--- src/hw/field_ext_pkg.sv ---
package field_ext_pkg;
   // Field geometry.
   localparam int FIELD_W = 3;
   localparam int BANK_WORDS = 4096;
   localparam int NUM_FIELDS = 8;
   localparam int TOTAL_WORDS = 32768;
   localparam int WORD_W = 12;
   // Register byte offsets.
   localparam logic [11:0] FIELD_STATUS_OFS = 12'h000;
   localparam logic [11:0] EVENT_STATUS_OFS = 12'h004;
   localparam logic [11:0] EVENT_MASK_OFS = 12'h008;
   localparam logic [11:0] FIELD_LOAD_OFS = 12'h00c;
   // Event bit positions and reset values.
   localparam int EV_TRAP = 0;
   localparam int EV_SAVE = 1;
   localparam int EV_SWITCH = 2;
   localparam int EV_W = 3;
   localparam logic [2:0] FIELD_RST = 3'h0;
   localparam logic [2:0] MASK_RST = 3'h0;
   // Processor major states.
   localparam logic [1:0] ST_FETCH = 2'h0;
   localparam logic [1:0] ST_DEFER = 2'h1;
   localparam logic [1:0] ST_EXECUTE = 2'h2;
   // Opcodes and instruction fields.
   localparam logic [2:0] OP_JUMP = 3'h5;
   localparam logic [2:0] OP_CALL = 3'h4;
   localparam logic [2:0] OP_IOT = 3'h6;
   localparam logic [2:0] OP_OPR = 3'h7;
   localparam logic [2:0] DEV_GROUP = 3'h2;
   localparam logic [2:0] FN_OTHER = 3'h4;
   localparam logic [2:0] SUB_CINT = 3'h0;
   localparam logic [2:0] SUB_RDF = 3'h1;
   localparam logic [2:0] SUB_RIF = 3'h2;
   localparam logic [2:0] SUB_RIB = 3'h3;
   localparam logic [2:0] SUB_RMF = 3'h4;
   localparam logic [2:0] SUB_SINT = 3'h5;
   localparam logic [2:0] SUB_CUF = 3'h6;
   localparam logic [2:0] SUB_SUF = 3'h7;
endpackage : field_ext_pkg

--- src/hw/field_ext.sv ---
// Operation
// Drive 3-bit field onto extended address lines.
// Fields 0 to 7, 4K each, 32K total.
// Instruction field extends PC and direct operands.
// Data field extends indirect operand addresses.
// Choose field from instruction and major state.
// Load fields from console or by IO_TRANSFER_INSTRUCTION.
// Data break peripheral may supply own field.
// Field state survives interrupts and data breaks.
// Save field on interrupt, restore on command.
// Program can read current field values.
// Flag records user or monitor mode.
// User-mode privileged instruction traps to monitor mode.
// Monitor software can enter user mode.
// Jumper inhibits all time-share functions.
// Address disable stops driving extended lines.
// User mode makes processor ignore privileged instructions.
// Trap flag drives interrupt request and skip.
// New instruction field waits for jump or call.
// Reset clears fields and user flag.
//
// The register addresses and the APB slave port are this design's own decisions.
module field_ext
   import field_ext_pkg::*;
(
   // Clock and reset.
   input wire logic pclk,
   input wire logic presetn,
   // Register bus.
   input wire logic psel,
   input wire logic penable,
   input wire logic pwrite,
   input wire logic [11:0] paddr,
   input wire logic [31:0] pwdata,
   output logic [31:0] prdata,
   output logic pready,
   output logic pslverr,
   output logic irq,
   // Processor timing and instruction.
   input wire logic instr_valid,
   input wire logic [WORD_W-1:0] instr_word,
   input wire logic [1:0] major_state,
   input wire logic cycle_end,
   input wire logic io_transfer_instruction,
   input wire logic interrupt_ack,
   input wire logic processor_address_disable,
   // Console and jumper pins.
   input wire logic console_load_field,
   input wire logic [5:0] console_switches,
   input wire logic timeshare_inhibit_jumper,
   // Backplane outputs.
   output logic [FIELD_W-1:0] extended_address_lines,
   output logic extended_address_oe,
   output logic [WORD_W-1:0] bus_data_out,
   output logic bus_data_oe,
   output logic user_mode_flag,
   output logic int_request,
   output logic skip,
   output logic int_inhibit
);

   ////////////////////////////////////////////////////////////////////////////
   // Pin synchronisers.
   logic [7:0] pin_meta_reg;
   logic [7:0] pin_sync_reg;
   logic load_prev_reg;
   always_ff @(posedge pclk or negedge presetn) begin
      if (!presetn) begin
         pin_meta_reg <= 8'h00;
         pin_sync_reg <= 8'h00;
         load_prev_reg <= 1'b0;
      end else begin
         pin_meta_reg <= {timeshare_inhibit_jumper, console_load_field, console_switches};
         pin_sync_reg <= pin_meta_reg;
         load_prev_reg <= pin_sync_reg[6];
      end
   end
   wire ts_off = pin_sync_reg[7];
   wire console_load = pin_sync_reg[6] && !load_prev_reg;
   wire [2:0] sw_if = pin_sync_reg[5:3];
   wire [2:0] sw_df = pin_sync_reg[2:0];

   ////////////////////////////////////////////////////////////////////////////
   // Instruction decode.
   wire [2:0] op = instr_word[11:9];
   wire our_iot = io_transfer_instruction && op == OP_IOT && instr_word[8:6] == DEV_GROUP;
   wire [2:0] fn = instr_word[2:0];
   wire [2:0] sub = instr_word[5:3];
   wire [2:0] fld = instr_word[5:3];
   wire is_other = our_iot && fn == FN_OTHER;
   wire do_cdf = our_iot && fn != FN_OTHER && fn[0];
   wire do_cif = our_iot && fn != FN_OTHER && fn[1];
   wire do_rdf = is_other && sub == SUB_RDF;
   wire do_rif = is_other && sub == SUB_RIF;
   wire do_rib = is_other && sub == SUB_RIB;
   wire do_rmf = is_other && sub == SUB_RMF;
   wire do_cint = is_other && sub == SUB_CINT;
   wire do_sint = is_other && sub == SUB_SINT;
   wire do_cuf = is_other && sub == SUB_CUF;
   wire do_suf = is_other && sub == SUB_SUF && !ts_off;
   wire indirect = instr_word[8];
   wire group2 = op == OP_OPR && instr_word[8] && !instr_word[0];
   wire privileged = op == OP_IOT || (group2 && (instr_word[1] || instr_word[2]));

   ////////////////////////////////////////////////////////////////////////////
   // Field, buffer and mode state.
   logic [2:0] if_reg, if_next;
   logic [2:0] df_reg, df_next;
   logic [2:0] ib_reg, ib_next;
   logic uf_reg, uf_next;
   logic ub_reg, ub_next;
   logic [6:0] save_reg, save_next;
   logic uint_reg, uint_next;
   logic inh_reg, inh_next;
   logic apb_load;

   wire user_now = uf_reg && !ts_off;
   wire trap = instr_valid && major_state == ST_FETCH && user_now && privileged;
   wire last_pre = (major_state == ST_FETCH && !indirect) || major_state == ST_DEFER;
   wire field_switch = cycle_end && last_pre && (op == OP_JUMP || op == OP_CALL);

   always_comb begin
      if_next = if_reg;
      df_next = df_reg;
      ib_next = ib_reg;
      uf_next = uf_reg;
      ub_next = ub_reg;
      save_next = save_reg;
      uint_next = uint_reg;
      inh_next = inh_reg;
      if (field_switch) begin
         if_next = ib_reg;
         uf_next = ub_reg && !ts_off;
         inh_next = 1'b0;
      end
      if (do_cdf) begin
         df_next = fld;
      end
      if (do_cif) begin
         ib_next = fld;
         inh_next = 1'b1;
      end
      if (apb_load) begin
         df_next = pwdata[2:0];
         ib_next = pwdata[5:3];
         inh_next = 1'b1;
      end
      if (do_rmf) begin
         ib_next = save_reg[5:3];
         df_next = save_reg[2:0];
         ub_next = save_reg[6] && !ts_off;
         inh_next = 1'b1;
      end
      if (do_suf) begin
         ub_next = 1'b1;
         inh_next = 1'b1;
      end
      if (do_cuf) begin
         ub_next = 1'b0;
      end
      if (do_cint) begin
         uint_next = 1'b0;
      end
      if (console_load) begin
         if_next = sw_if;
         ib_next = sw_if;
         df_next = sw_df;
      end
      if (interrupt_ack) begin
         save_next = {uf_reg, if_reg, df_reg};
         if_next = 3'h0;
         ib_next = 3'h0;
         df_next = 3'h0;
         uf_next = 1'b0;
         ub_next = 1'b0;
      end
      if (trap) begin
         uint_next = 1'b1;
         uf_next = 1'b0;
         ub_next = 1'b0;
      end
      if (ts_off) begin
         uf_next = 1'b0;
         ub_next = 1'b0;
         uint_next = 1'b0;
      end
   end

   always_ff @(posedge pclk or negedge presetn) begin
      if (!presetn) begin
         if_reg <= FIELD_RST;
         df_reg <= FIELD_RST;
         ib_reg <= FIELD_RST;
         uf_reg <= 1'b0;
         ub_reg <= 1'b0;
         save_reg <= 7'h00;
         uint_reg <= 1'b0;
         inh_reg <= 1'b0;
      end else begin
         if_reg <= if_next;
         df_reg <= df_next;
         ib_reg <= ib_next;
         uf_reg <= uf_next;
         ub_reg <= ub_next;
         save_reg <= save_next;
         uint_reg <= uint_next;
         inh_reg <= inh_next;
      end
   end

   ////////////////////////////////////////////////////////////////////////////
   // Extended address output and data bus reads.
   wire use_df = major_state == ST_EXECUTE && indirect && op < OP_CALL;
   wire [2:0] ema_sel = use_df ? df_reg : if_reg;
   wire [11:0] rd_word = do_rdf ? {6'h00, df_reg, 3'h0} :
                         do_rif ? {6'h00, if_reg, 3'h0} :
                         {5'h00, save_reg};
   always_ff @(posedge pclk or negedge presetn) begin
      if (!presetn) begin
         extended_address_lines <= 3'h0;
         extended_address_oe <= 1'b0;
         bus_data_out <= 12'h000;
         bus_data_oe <= 1'b0;
      end else begin
         extended_address_lines <= processor_address_disable ? 3'h0 : ema_sel;
         extended_address_oe <= !processor_address_disable;
         bus_data_out <= rd_word;
         bus_data_oe <= do_rdf || do_rif || do_rib;
      end
   end

   assign user_mode_flag = user_now;
   assign int_request = uint_reg;
   assign skip = do_sint && uint_reg;
   assign int_inhibit = inh_reg;

   ////////////////////////////////////////////////////////////////////////////
   // Register bus slave and interrupt.
   logic [EV_W-1:0] ev_reg, ev_next;
   logic [EV_W-1:0] mask_reg;
   wire access = psel && penable;
   wire hit_fs = paddr == FIELD_STATUS_OFS;
   wire hit_ev = paddr == EVENT_STATUS_OFS;
   wire hit_mask = paddr == EVENT_MASK_OFS;
   wire hit_load = paddr == FIELD_LOAD_OFS;
   wire mapped = hit_fs || hit_ev || hit_mask || hit_load;
   wire [EV_W-1:0] ev_set = {field_switch, interrupt_ack, trap};
   wire ev_clr = access && pwrite && hit_ev;
   assign apb_load = access && pwrite && hit_load;
   assign pready = 1'b1;
   assign pslverr = psel && penable && !mapped;
   assign irq = |(ev_reg & mask_reg);

   always_comb begin
      ev_next = ev_reg;
      if (ev_clr) begin
         ev_next = ev_reg & ~pwdata[EV_W-1:0];
      end
      ev_next = ev_next | ev_set;
   end

   wire [31:0] fs_word = {13'h0000, uint_reg, ub_reg, uf_reg, save_reg, ib_reg, if_reg, df_reg};
   wire [31:0] rd_mux = hit_fs ? fs_word :
                        hit_ev ? {29'h0, ev_reg} :
                        hit_mask ? {29'h0, mask_reg} :
                        hit_load ? {26'h0, ib_reg, df_reg} : 32'h0;

   always_ff @(posedge pclk or negedge presetn) begin
      if (!presetn) begin
         ev_reg <= 3'h0;
         mask_reg <= MASK_RST;
         prdata <= 32'h0;
      end else begin
         ev_reg <= ev_next;
         if (access && pwrite && hit_mask) begin
            mask_reg <= pwdata[EV_W-1:0];
         end
         if (psel && !penable && !pwrite) begin
            prdata <= rd_mux;
         end
      end
   end
endmodule : field_ext

--- config.mk ---
export PLATFORM = sky130hd
export DESIGN_NAME = field_ext
export DESIGN_NICKNAME = d
export VERILOG_FILES = /design/src/hw/field_ext_pkg.sv /design/src/hw/field_ext.sv
export SDC_FILE = /design/constraint.sdc
export NUM_CORES = 1
export LEC_CHECK = 0
export BUFFER_PORTS_ARGS = -buffer_cell sky130_fd_sc_hd__buf_4
export CELL_PAD_IN_SITES_DETAIL_PLACEMENT = 2
export CELL_PAD_IN_SITES_GLOBAL_PLACEMENT = 2
export CORE_MARGIN = 4
export CORE_UTILIZATION = 30
export DETAILED_ROUTE_END_ITERATION = 16
export PLACE_DENSITY = 0.78
export RECOVER_POWER = 25
export SKIP_CTS_REPAIR_TIMING = 1
export SYNTH_ARGS = -nofsm -noshare
export SYNTH_HDL_FRONTEND = slang
export SYNTH_SLANG_ARGS = --single-unit
--- constraint.sdc ---
create_clock -name pclk -period 1.55 [get_ports pclk]
set_input_delay 0.155 -clock pclk [delete_from_list [all_inputs] [get_ports pclk]]
set_output_delay 0.155 -clock pclk [all_outputs]
set_load 0.02 [all_outputs]
==> flow_summary.ini, run 1 <==
[outcome]
run_status = complete, but fails checks
failed_checks = setup timing

[logic_synthesis]
synth_seq_area_share_pct = 53.4
synth_enable_flop_cells = 0
post-synth-top-area-fraction_pct = 53.4
synthMostInstantiatedCell = sky130_fd_sc_hd__dfrtp_1
syn_area_per_cell_um2 = 11.4
synth.distinct_cells = 54
syn_area_um2 = 3460
synth_seq_cells = 74
synth_top_flop_cell = sky130_fd_sc_hd__dfrtp_1
synthesis.yosys.warnings = 0
yosys-top-cells-count = sky130_fd_sc_hd__dfrtp_1, sky130_fd_sc_hd__nor2_1, sky130_fd_sc_hd__buf_4
asyncSetResetFlopFracSynth_pct = 100
ys_top_cells_by_area = sky130_fd_sc_hd__dfrtp_1, sky130_fd_sc_hd__buf_4, sky130_fd_sc_hd__a22o_1
synth_cells = 303
yosysTopAreaCell = sky130_fd_sc_hd__dfrtp_1

[cells_and_area]
areaGrowthSynthToFinish_pct = 39.8
antennaDiodeCount = 0
drive_above_1_share_pct = 37.8
final_net_count = 505
final_util_pct = 43.7
largest_reg_flops = 19

[clocking]
cts_tree = yes
numCtsBuffers = 9
cts.sinks = 74
worst_setup_hold_path_clk_slew_ns = 0.06
clock_tree.buffer_depth = 2
clock_latency_ns = 0.33
cts_htree_levels = 3
clk_root_buffer_cell = sky130_fd_sc_hd__clkbuf_16

[die]
initial_utilization_pct = 31.3
floorplan.core_area_um2 = 11100
design.portCount = 132
floorplan.rows = 38
die_h_um = 115
floorplan.die_area_um2 = 13300
die_width_um = 115

[pwr]
total_power_mw = 4.74
max-vdd-ir-drop_mv = 0.555
combinationalPowerShare_pct = 11.9
p_seq_share_pct = 44.0
clkPwrFrac_pct = 44.1
switchingPower_mw = 1.23
switching_share_pct = 26.0
leakage_nw = 2.33
power.density_nw_per_um2 = 979
intPower_mw = 3.51

[global_routing]
antenna_found_initial = 0
groute.usage.overall_pct = 17.7
grt-ovfl-total = 0
grt_pass1_wl_um = 17900
grt_max_degree = 41
first_global_vias = 3068

[worst_setup_path]
worst_setup_path_start_kind = flop
required_arrival_time_at_the_worst_endpoint_ns = 1.82
crit_path_max_cell_delay_ns = 0.57
worst_setup_path_endpoint = prdata[2]
path_depth = 4
rr_startpoint = df_reg[2]
timing_worst_setup_path_type = reg2reg
cp_slowest_cell = sky130_fd_sc_hd__a2111oi_1
kind_of_end_point_of_the_critical_path = flop
crit-reg2reg-capture = prdata[2]
crit_buf_inv = 0
cp.arrival_ns = 1.84
reg2regPathDepth = 4
startpoint = df_reg[2]
crit_path_max_fanout = 6
path_cells = nor2b_1, a211oi_1, a2111oi_1, a21o_1
ff2ff_setup_slack_ns = -0.01
cpLargestDelayFamily = compound AO/OA/AOI/OAI gates

[drt]
detail_route.drc_violations = 0
avgViaCountPerCell = 5.05
dr.pass1.iters = 4
via_count = 2897
detail-route-antenna-nets = 0
wl_per_cell_um = 20.8
detail_route.iter0.violations = 154
totalWireLength_um = 11900

[timing]
final_hold_viol_count = 0
worst_slew_pin_slew_ns = 1.04
finalMaxSlewViolations = 0
setup_ws_ns = -0.0146
post-route-period-util_pct = 101
setup_repair_after_global_routing_missed_its_margin = yes
period_minus_slack_ns = 1.56
setup_viol_count_final = 1
finalHoldWorstSlack_ns = 0.0879
clock_skew_ns = 0.00925
slew-limit-headroom_pct = 30.5
max_freq_mhz = 639

[run]
max_cap_violations = 0

[placement]
global_placement_routability_congestion = 0.801
io_buffers = 86
dp_hpwl_um = 8570

[worst_hold_path]
worst_hold_launch = instr_word[1]
min_path_type = in2reg
[power by group through the flow]
stage / logic, mW / registers (mW) / clock network [mW]
6_report: 0.566 / 2.08 / 2.09
5_1_grt: 0.614 / 2.09 / 2.24
4_1_cts: 0.542 / 2.08 / 2.15
3_5_place_dp: 0.534 / 2.12 / 0
3_3_place_gp: 0.511 / 2.11 / 0
2_1_floorplan: 0.254 / 2.11 / 0
[placed cells by master (no fill, tap or decap), types with 3 or more instances in the layout]
cell type / count
sky130_fd_sc_hd__o21ai_0: 4
sky130_fd_sc_hd__nor2_1: 24
sky130_fd_sc_hd__a32o_1: 3
sky130_fd_sc_hd__a21o_1: 5
sky130_fd_sc_hd__conb_1: 19
sky130_fd_sc_hd__a22oi_1: 3
sky130_fd_sc_hd__dfrtp_1: 74
sky130_fd_sc_hd__clkinv_2: 3
sky130_fd_sc_hd__clkbuf_16: 9
sky130_fd_sc_hd__nor2b_1: 9
sky130_fd_sc_hd__o21bai_1: 3
sky130_fd_sc_hd__o21a_1: 3
sky130_fd_sc_hd__inv_1: 7
sky130_fd_sc_hd__mux2_2: 7
sky130_fd_sc_hd__dlygate4sd3_1: 10
sky130_fd_sc_hd__mux2i_1: 7
sky130_fd_sc_hd__nand2b_1: 6
sky130_fd_sc_hd__o31ai_1: 3
sky130_fd_sc_hd__a22o_1: 13
sky130_fd_sc_hd__o211ai_1: 4
sky130_fd_sc_hd__buf_4: 107
sky130_fd_sc_hd__nand2_1: 17
sky130_fd_sc_hd__a211oi_1: 6
sky130_fd_sc_hd__and3_1: 4
sky130_fd_sc_hd__and2_1: 4
sky130_fd_sc_hd__nand3_1: 5
sky130_fd_sc_hd__a21oi_1: 11
sky130_fd_sc_hd__o22ai_1: 3
sky130_fd_sc_hd__mux2_4: 3
sky130_fd_sc_hd__nor4_4: 3
sky130_fd_sc_hd__clkbuf_4: 8
[layer usage]
layer,share of wire [%],track usage (%),vias to the layer above
met2,54,32.9,73
li1,-,-,1317
met3,4.3,4.02,11
met4,0.90,2.43,0
met5,0,0,-
met1,41,21.4,1496
[per-stage QoR]
stage               instances  TNS, ns  worst slack, ns  area [um2]
floorplan                 320        0           0.0491        3530
global placement          547   -0.924           -0.131        4420
detailed placement        547    -2.34           -0.261        4420
CTS                       563   -0.183           -0.170        4710
global route              574   -0.210           -0.119        4840
finish                    574  -0.0146          -0.0146        4840
[layout make-up]
type                            count  area (um2)
Fill cell                        1144        6230
Sequential cell                    74        1850
Multi-Input combinational cell    208        1490
Timing Repair Buffer              129        1010
Clock buffer                       10         229
Tap cell                          140         175
Clock inverter                      6        62.6
Inverter                            7        26.3
[worst min-delay path by stage]
stage                                            to  slack [ns]  cells past startpoint
after global placement          extended_address_oe        0.15                      1
final                                   int_inhibit        0.09                      3
after detailed placement  extended_address_lines[1]        0.17                      1
after global routing                    mask_reg[2]        0.09                      2
after CTS                               save_reg[1]       -0.19                      1
after floorplan                         bus_data_oe       -0.14                      0
[tightest hold or removal path: cells and delay by family]
family	cells	cell delay [ns]
AND/OR/NAND/NOR	2	0.12
buffers and inverters	1	0.10
[kinds of logic (layout without fill, tap and decap cells)]
group,Yosys count,count (layout),share of synthesized area (%)
other cells,2,19,0.217
mux,17,17,5.60
xor+xnor,1,1,0.253
compound gates,73,73,16.0
simple gates,98,98,17.9
flops,74,74,53.4
buf+inv,38,152,6.54
Power figures use the tool's default switching activity.
==> run 2: changes to the inputs <==
--- a/config.mk
+++ b/config.mk
@@ -6,12 +6,12 @@
 export NUM_CORES = 1
 export LEC_CHECK = 0
 export BUFFER_PORTS_ARGS = -buffer_cell sky130_fd_sc_hd__buf_4
-export CELL_PAD_IN_SITES_DETAIL_PLACEMENT = 2
-export CELL_PAD_IN_SITES_GLOBAL_PLACEMENT = 2
+export CELL_PAD_IN_SITES_DETAIL_PLACEMENT = 0
+export CELL_PAD_IN_SITES_GLOBAL_PLACEMENT = 1
 export CORE_MARGIN = 4
-export CORE_UTILIZATION = 30
+export CORE_UTILIZATION = 35
 export DETAILED_ROUTE_END_ITERATION = 16
-export PLACE_DENSITY = 0.78
+export PLACE_DENSITY = 0.74
 export RECOVER_POWER = 25
 export SKIP_CTS_REPAIR_TIMING = 1
 export SYNTH_ARGS = -nofsm -noshare
==> flow_summary.ini, run 2 (synthesized netlist as in run 1, its figures left out) <==
[timing]
slew-limit-headroom_pct = 43.7
setup_ws_ns = 0.0428
period_minus_slack_ns = 1.51
fin_setup_tns_ns = 0
clock_skew_ns = 0.00860
finalHoldWorstSlack_ns = 0.0688
max_freq_mhz = 663
setup_viol_count_final = 0
final_hold_viol_count = 0
post-route-period-util_pct = 97.2
finalMaxSlewViolations = 0
worst_slew_pin_slew_ns = 0.845

[drt]
detail_route.drc_violations = 0
detail-route-antenna-nets = 0
totalWireLength_um = 8730
via_count = 2691
dr.pass1.iters = 4
detail_route.iter0.violations = 58
avgViaCountPerCell = 4.78
wl_per_cell_um = 15.5

[global_routing]
use_met2_pct = 24.9
grt_pass1_wl_um = 13800
grt-ovfl-total = 0
top_usage_layer = met2
grtUsageMet1_pct = 20.5
first_global_vias = 2672
antenna_found_initial = 0
grt_max_degree = 33
groute.usage.overall_pct = 15.5
groute.layer.met3.usage_pct = 5.10

[worst_setup_path]
startpoint = mask_reg[0]
ff2ff_setup_slack_ns = 0.15
kind_of_end_point_of_the_critical_path = primary output
crit-reg2reg-capture = df_reg[1]
worst_setup_path_endpoint = irq
cp_slowest_cell = sky130_fd_sc_hd__dfrtp_1
path_depth = 3
crit_path_max_fanout = 3
cpLargestDelayFamily = flip-flops
crit_path_max_cell_delay_ns = 0.41
crit_buf_inv = 2
cp.arrival_ns = 1.35
timing_worst_setup_path_type = reg2out
rr_startpoint = pin_sync_reg[6]
path_cells = a222oi_1, inv_1, buf_4
required_arrival_time_at_the_worst_endpoint_ns = 1.39
worst_setup_path_start_kind = flop
reg2regPathDepth = 4

[pwr]
leakage_nw = 2.27
max-vdd-ir-drop_mv = 0.528
power.density_nw_per_um2 = 895
total_power_mw = 4.22

[placement]
global_placement_routability_congestion = 0.778
dp_hpwl_um = 6680
dp.cells = 536
post-place-ws_ns = -0.119
post_dp_cell_area_um2 = 4380
io_buffers = 86

[cells_and_area]
antennaDiodeCount = 0
drive_above_1_share_pct = 36.5
most-common-layout-cells = sky130_fd_sc_hd__buf_4, sky130_fd_sc_hd__dfrtp_1, sky130_fd_sc_hd__nor2_1
fin_area_um2 = 4720
largest_reg_flops = 19
areaGrowthSynthToFinish_pct = 36.2
final_net_count = 502
layout_commonest_cell = sky130_fd_sc_hd__buf_4
fin_cells = 563
final_util_pct = 48.7

[clocking]
cts_htree_levels = 3
worst_setup_hold_path_clk_slew_ns = 0.07
numCtsBuffers = 9
cts_tree = yes
clock_latency_ns = 0.35
clk_root_buffer_cell = sky130_fd_sc_hd__clkbuf_8
clock_tree.buffer_depth = 2
cts.sinks = 74

[die]
die_width_um = 107
floorplan.die_area_um2 = 11600
die_h_um = 107
floorplan.core_area_um2 = 9680
design.portCount = 132
floorplan.rows = 36
initial_utilization_pct = 35.8

[worst_hold_path]
min_path_type = in2reg
holdPathStages = 3

[run]
max_cap_violations = 0

[outcome]
run_status = completed
==> run 2: changes by cell type in the layout (fill, tap and decap cells not counted), moves of 2 or more <==
cell	change
sky130_fd_sc_hd__buf_4	-3
sky130_fd_sc_hd__clkbuf_8	+9
sky130_fd_sc_hd__clkbuf_16	-9
sky130_fd_sc_hd__clkinv_2	-2
==> run 2: per-layer routing <==
layer | part of all wire (%) | vias to the layer above | wire length, um
met1 | 44 | 1288 | 3820
met2 | 49 | 82 | 4300
li1 | - | 1315 | -
met4 | 0.71 | 0 | 62
met3 | 6.3 | 6 | 552
met5 | 0 | - | 0
==> run 2: power breakdown <==
| part | switching, mW | internal, mW |
|---|---|---|
| clock | 0.715 | 0.902 |
| sequential | 0.0662 | 2.01 |
| combinational | 0.286 | 0.245 |
| total | 1.07 | 3.16 |
==> run 2: worst min path at each step <==
stage	startpoint	slack, ns	end
2_1_floorplan	presetn	-0.14	bus_data_oe
3_3_place_gp	presetn	0.13	extended_address_oe
3_5_place_dp	presetn	0.13	prdata[6]
4_1_cts	presetn	-0.25	extended_address_oe
5_1_grt	pwdata[2]	0.06	mask_reg[2]
6_report	instr_word[1]	0.07	int_inhibit
==> run 2: area by class of cell <==
cell class | instances | area, um2
sequential | 74 | 1850
clock inverter | 6 | 90.1
inverter | 7 | 26.3
multi-input combinational | 208 | 1470
clock buffer | 9 | 124
fill | 904 | 4970
tap | 133 | 166
timing repair buffer | 126 | 990
==> run 2: worst reg2reg max path, delay by kind of cell (launching register included) <==
| kind | cells | cell delay (ns) |
|---|---|---|
| flip-flops | 1 | 0.40 |
| AND/OR/NAND/NOR | 3 | 0.73 |
| AO/OA/AOI/OAI | 1 | 0.22 |
==> run 3: changes to the inputs <==
--- a/config.mk
+++ b/config.mk
@@ -9,9 +9,9 @@
 export CELL_PAD_IN_SITES_DETAIL_PLACEMENT = 0
 export CELL_PAD_IN_SITES_GLOBAL_PLACEMENT = 1
 export CORE_MARGIN = 4
-export CORE_UTILIZATION = 35
+export CORE_UTILIZATION = 37
 export DETAILED_ROUTE_END_ITERATION = 16
-export PLACE_DENSITY = 0.74
+export PLACE_DENSITY = 0.77
 export RECOVER_POWER = 25
 export SKIP_CTS_REPAIR_TIMING = 1
 export SYNTH_ARGS = -nofsm -noshare
==> flow_summary.ini, run 3 (synthesized netlist as in run 1, its figures left out) <==
[outcome]
run_status = completed

[pwr]
switchingPower_mw = 1.11
p_seq_share_pct = 49.8
total_power_mw = 4.17
power.density_nw_per_um2 = 890
max-vdd-ir-drop_mv = 0.648
combinationalPowerShare_pct = 12.7
leakage_nw = 2.27
intPower_mw = 3.06
switching_share_pct = 26.6
clkPwrFrac_pct = 37.5

[die]
floorplan.die_area_um2 = 11000
die_h_um = 105
floorplan.core_area_um2 = 9200
design.portCount = 132
floorplan.rows = 35
die_width_um = 105
initial_utilization_pct = 37.7

[cells_and_area]
number_of_fill_cells = 847
final_net_count = 500
largest_reg_flops = 19
layout_commonest_cell = sky130_fd_sc_hd__buf_4
antennaDiodeCount = 0
drive_above_1_share_pct = 36.1
areaGrowthSynthToFinish_pct = 35.1
fin_cells = 540
most-common-layout-cells = sky130_fd_sc_hd__buf_4, sky130_fd_sc_hd__dfrtp_1, sky130_fd_sc_hd__nor2_1
fin_area_um2 = 4680

[run]
max_cap_violations = 0

[global_routing]
groute.usage.overall_pct = 15.9
first_global_vias = 2622
grt_max_degree = 35
grt-ovfl-total = 0
grt_pass1_wl_um = 13800
antenna_found_initial = 0

[timing]
setup_viol_count_final = 0
finalMaxSlewViolations = 0
max_freq_mhz = 665
worst_slew_pin_slew_ns = 0.847
post-route-period-util_pct = 97.1
period_minus_slack_ns = 1.50
setup_ws_ns = 0.0453
finalHoldWorstSlack_ns = 0.0689
final_hold_viol_count = 0
slew-limit-headroom_pct = 43.5
clock_skew_ns = 0.00871

[worst_setup_path]
rr_startpoint = df_reg[2]
worst_setup_path_start_kind = flop
reg2regPathDepth = 4
startpoint = mask_reg[0]
cp.arrival_ns = 1.35
ff2ff_setup_slack_ns = 0.11
crit-reg2reg-capture = prdata[2]
crit_path_max_fanout = 3
timing_worst_setup_path_type = reg2out
required_arrival_time_at_the_worst_endpoint_ns = 1.39
kind_of_end_point_of_the_critical_path = primary output

[worst_hold_path]
min_path_type = in2reg
holdPathStages = 2
worst_hold_launch = pwdata[0]
timing.hold.worst_endpoint = mask_reg[0]

[clocking]
clock_tree.buffer_depth = 2
cts.sinks = 74
numCtsBuffers = 9
cts_tree = yes
cts_htree_levels = 3
clk_root_buffer_cell = sky130_fd_sc_hd__clkbuf_8
clock_latency_ns = 0.36
worst_setup_hold_path_clk_slew_ns = 0.08

[drt]
detail-route-antenna-nets = 0
avgViaCountPerCell = 4.99
via_count = 2697
detail_route.drc_violations = 0
dr.pass1.iters = 5
totalWireLength_um = 8710
wl_per_cell_um = 16.1
detail_route.iter0.violations = 93

[placement]
global_placement_routability_congestion = 0.817
post_dp_cell_area_um2 = 4340
dp_hpwl_um = 6640
dp.cells = 512
io_buffers = 86
post-place-ws_ns = -0.137
run 3: changes by cell type in the layout (fill, tap and decap cells not counted), sizes merged:
cell,delta
bufinv,-1
clkinvlp,-1
clkbuf,+1
inv,+1
clkinv,+1
buf,-2
run 3: per-layer routing:
| metal | global-route usage [%] | routed length (um) | vias up |
|---|---|---|---|
| met4 | 5.06 | 173 | 0 |
| met3 | 4.32 | 401 | 15 |
| li1 | - | - | 1315 |
| met1 | 20.7 | 3810 | 1294 |
| met2 | 25.9 | 4330 | 73 |
| met5 | 0 | 0 | - |
run 3: metrics by stage:
| step | util, % | setup TNS [ns] |
|---|---|---|
| 4_1_cts | 49.4 | 0 |
| 5_1_grt | 50.9 | -0.0182 |
| 3_3_place_gp | 47.2 | -0.930 |
| 2_1_floorplan | - | 0 |
| 6_report | 50.9 | 0 |
| 3_5_place_dp | 47.2 | -2.14 |
run 3: cell type report:
cell class | instances | area [um2] | area share (%)
Sequential cell | 74 | 1850 | 39.6
Multi-Input combinational cell | 208 | 1480 | 31.6
Timing Repair Buffer | 124 | 975 | 20.8
Tap cell | 111 | 139 | 2.97
Clock buffer | 10 | 138 | 2.94
Clock inverter | 6 | 72.6 | 1.55
Inverter | 7 | 26.3 | 0.561
run 3: how the worst max path moves through the flow:
| stage | depth (start not counted) | to |
|---|---|---|
| CTS | 3 | irq |
| finish | 3 | irq |
| floorplan | 5 | ub_reg |
| detailed placement | 6 | prdata[1] |
| global route | 3 | irq |
| global placement | 6 | prdata[1] |
run 3: power groups by stage:
| stage | logic, mW | clock network (mW) | registers [mW] |
|---|---|---|---|
| 2_1_floorplan | 0.254 | 0 | 2.11 |
| 3_3_place_gp | 0.499 | 0 | 2.11 |
| 3_5_place_dp | 0.509 | 0 | 2.11 |
| 4_1_cts | 0.510 | 1.61 | 2.08 |
| 5_1_grt | 0.579 | 1.70 | 2.09 |
| 6_report | 0.527 | 1.56 | 2.08 |
run 3: worst max-delay path, stage by stage, from the launching register on:
cell and delay, ns:
sky130_fd_sc_hd__dfrtp_1 0.40, sky130_fd_sc_hd__a222oi_1 0.36, sky130_fd_sc_hd__inv_1 0.07, sky130_fd_sc_hd__buf_4 0.16
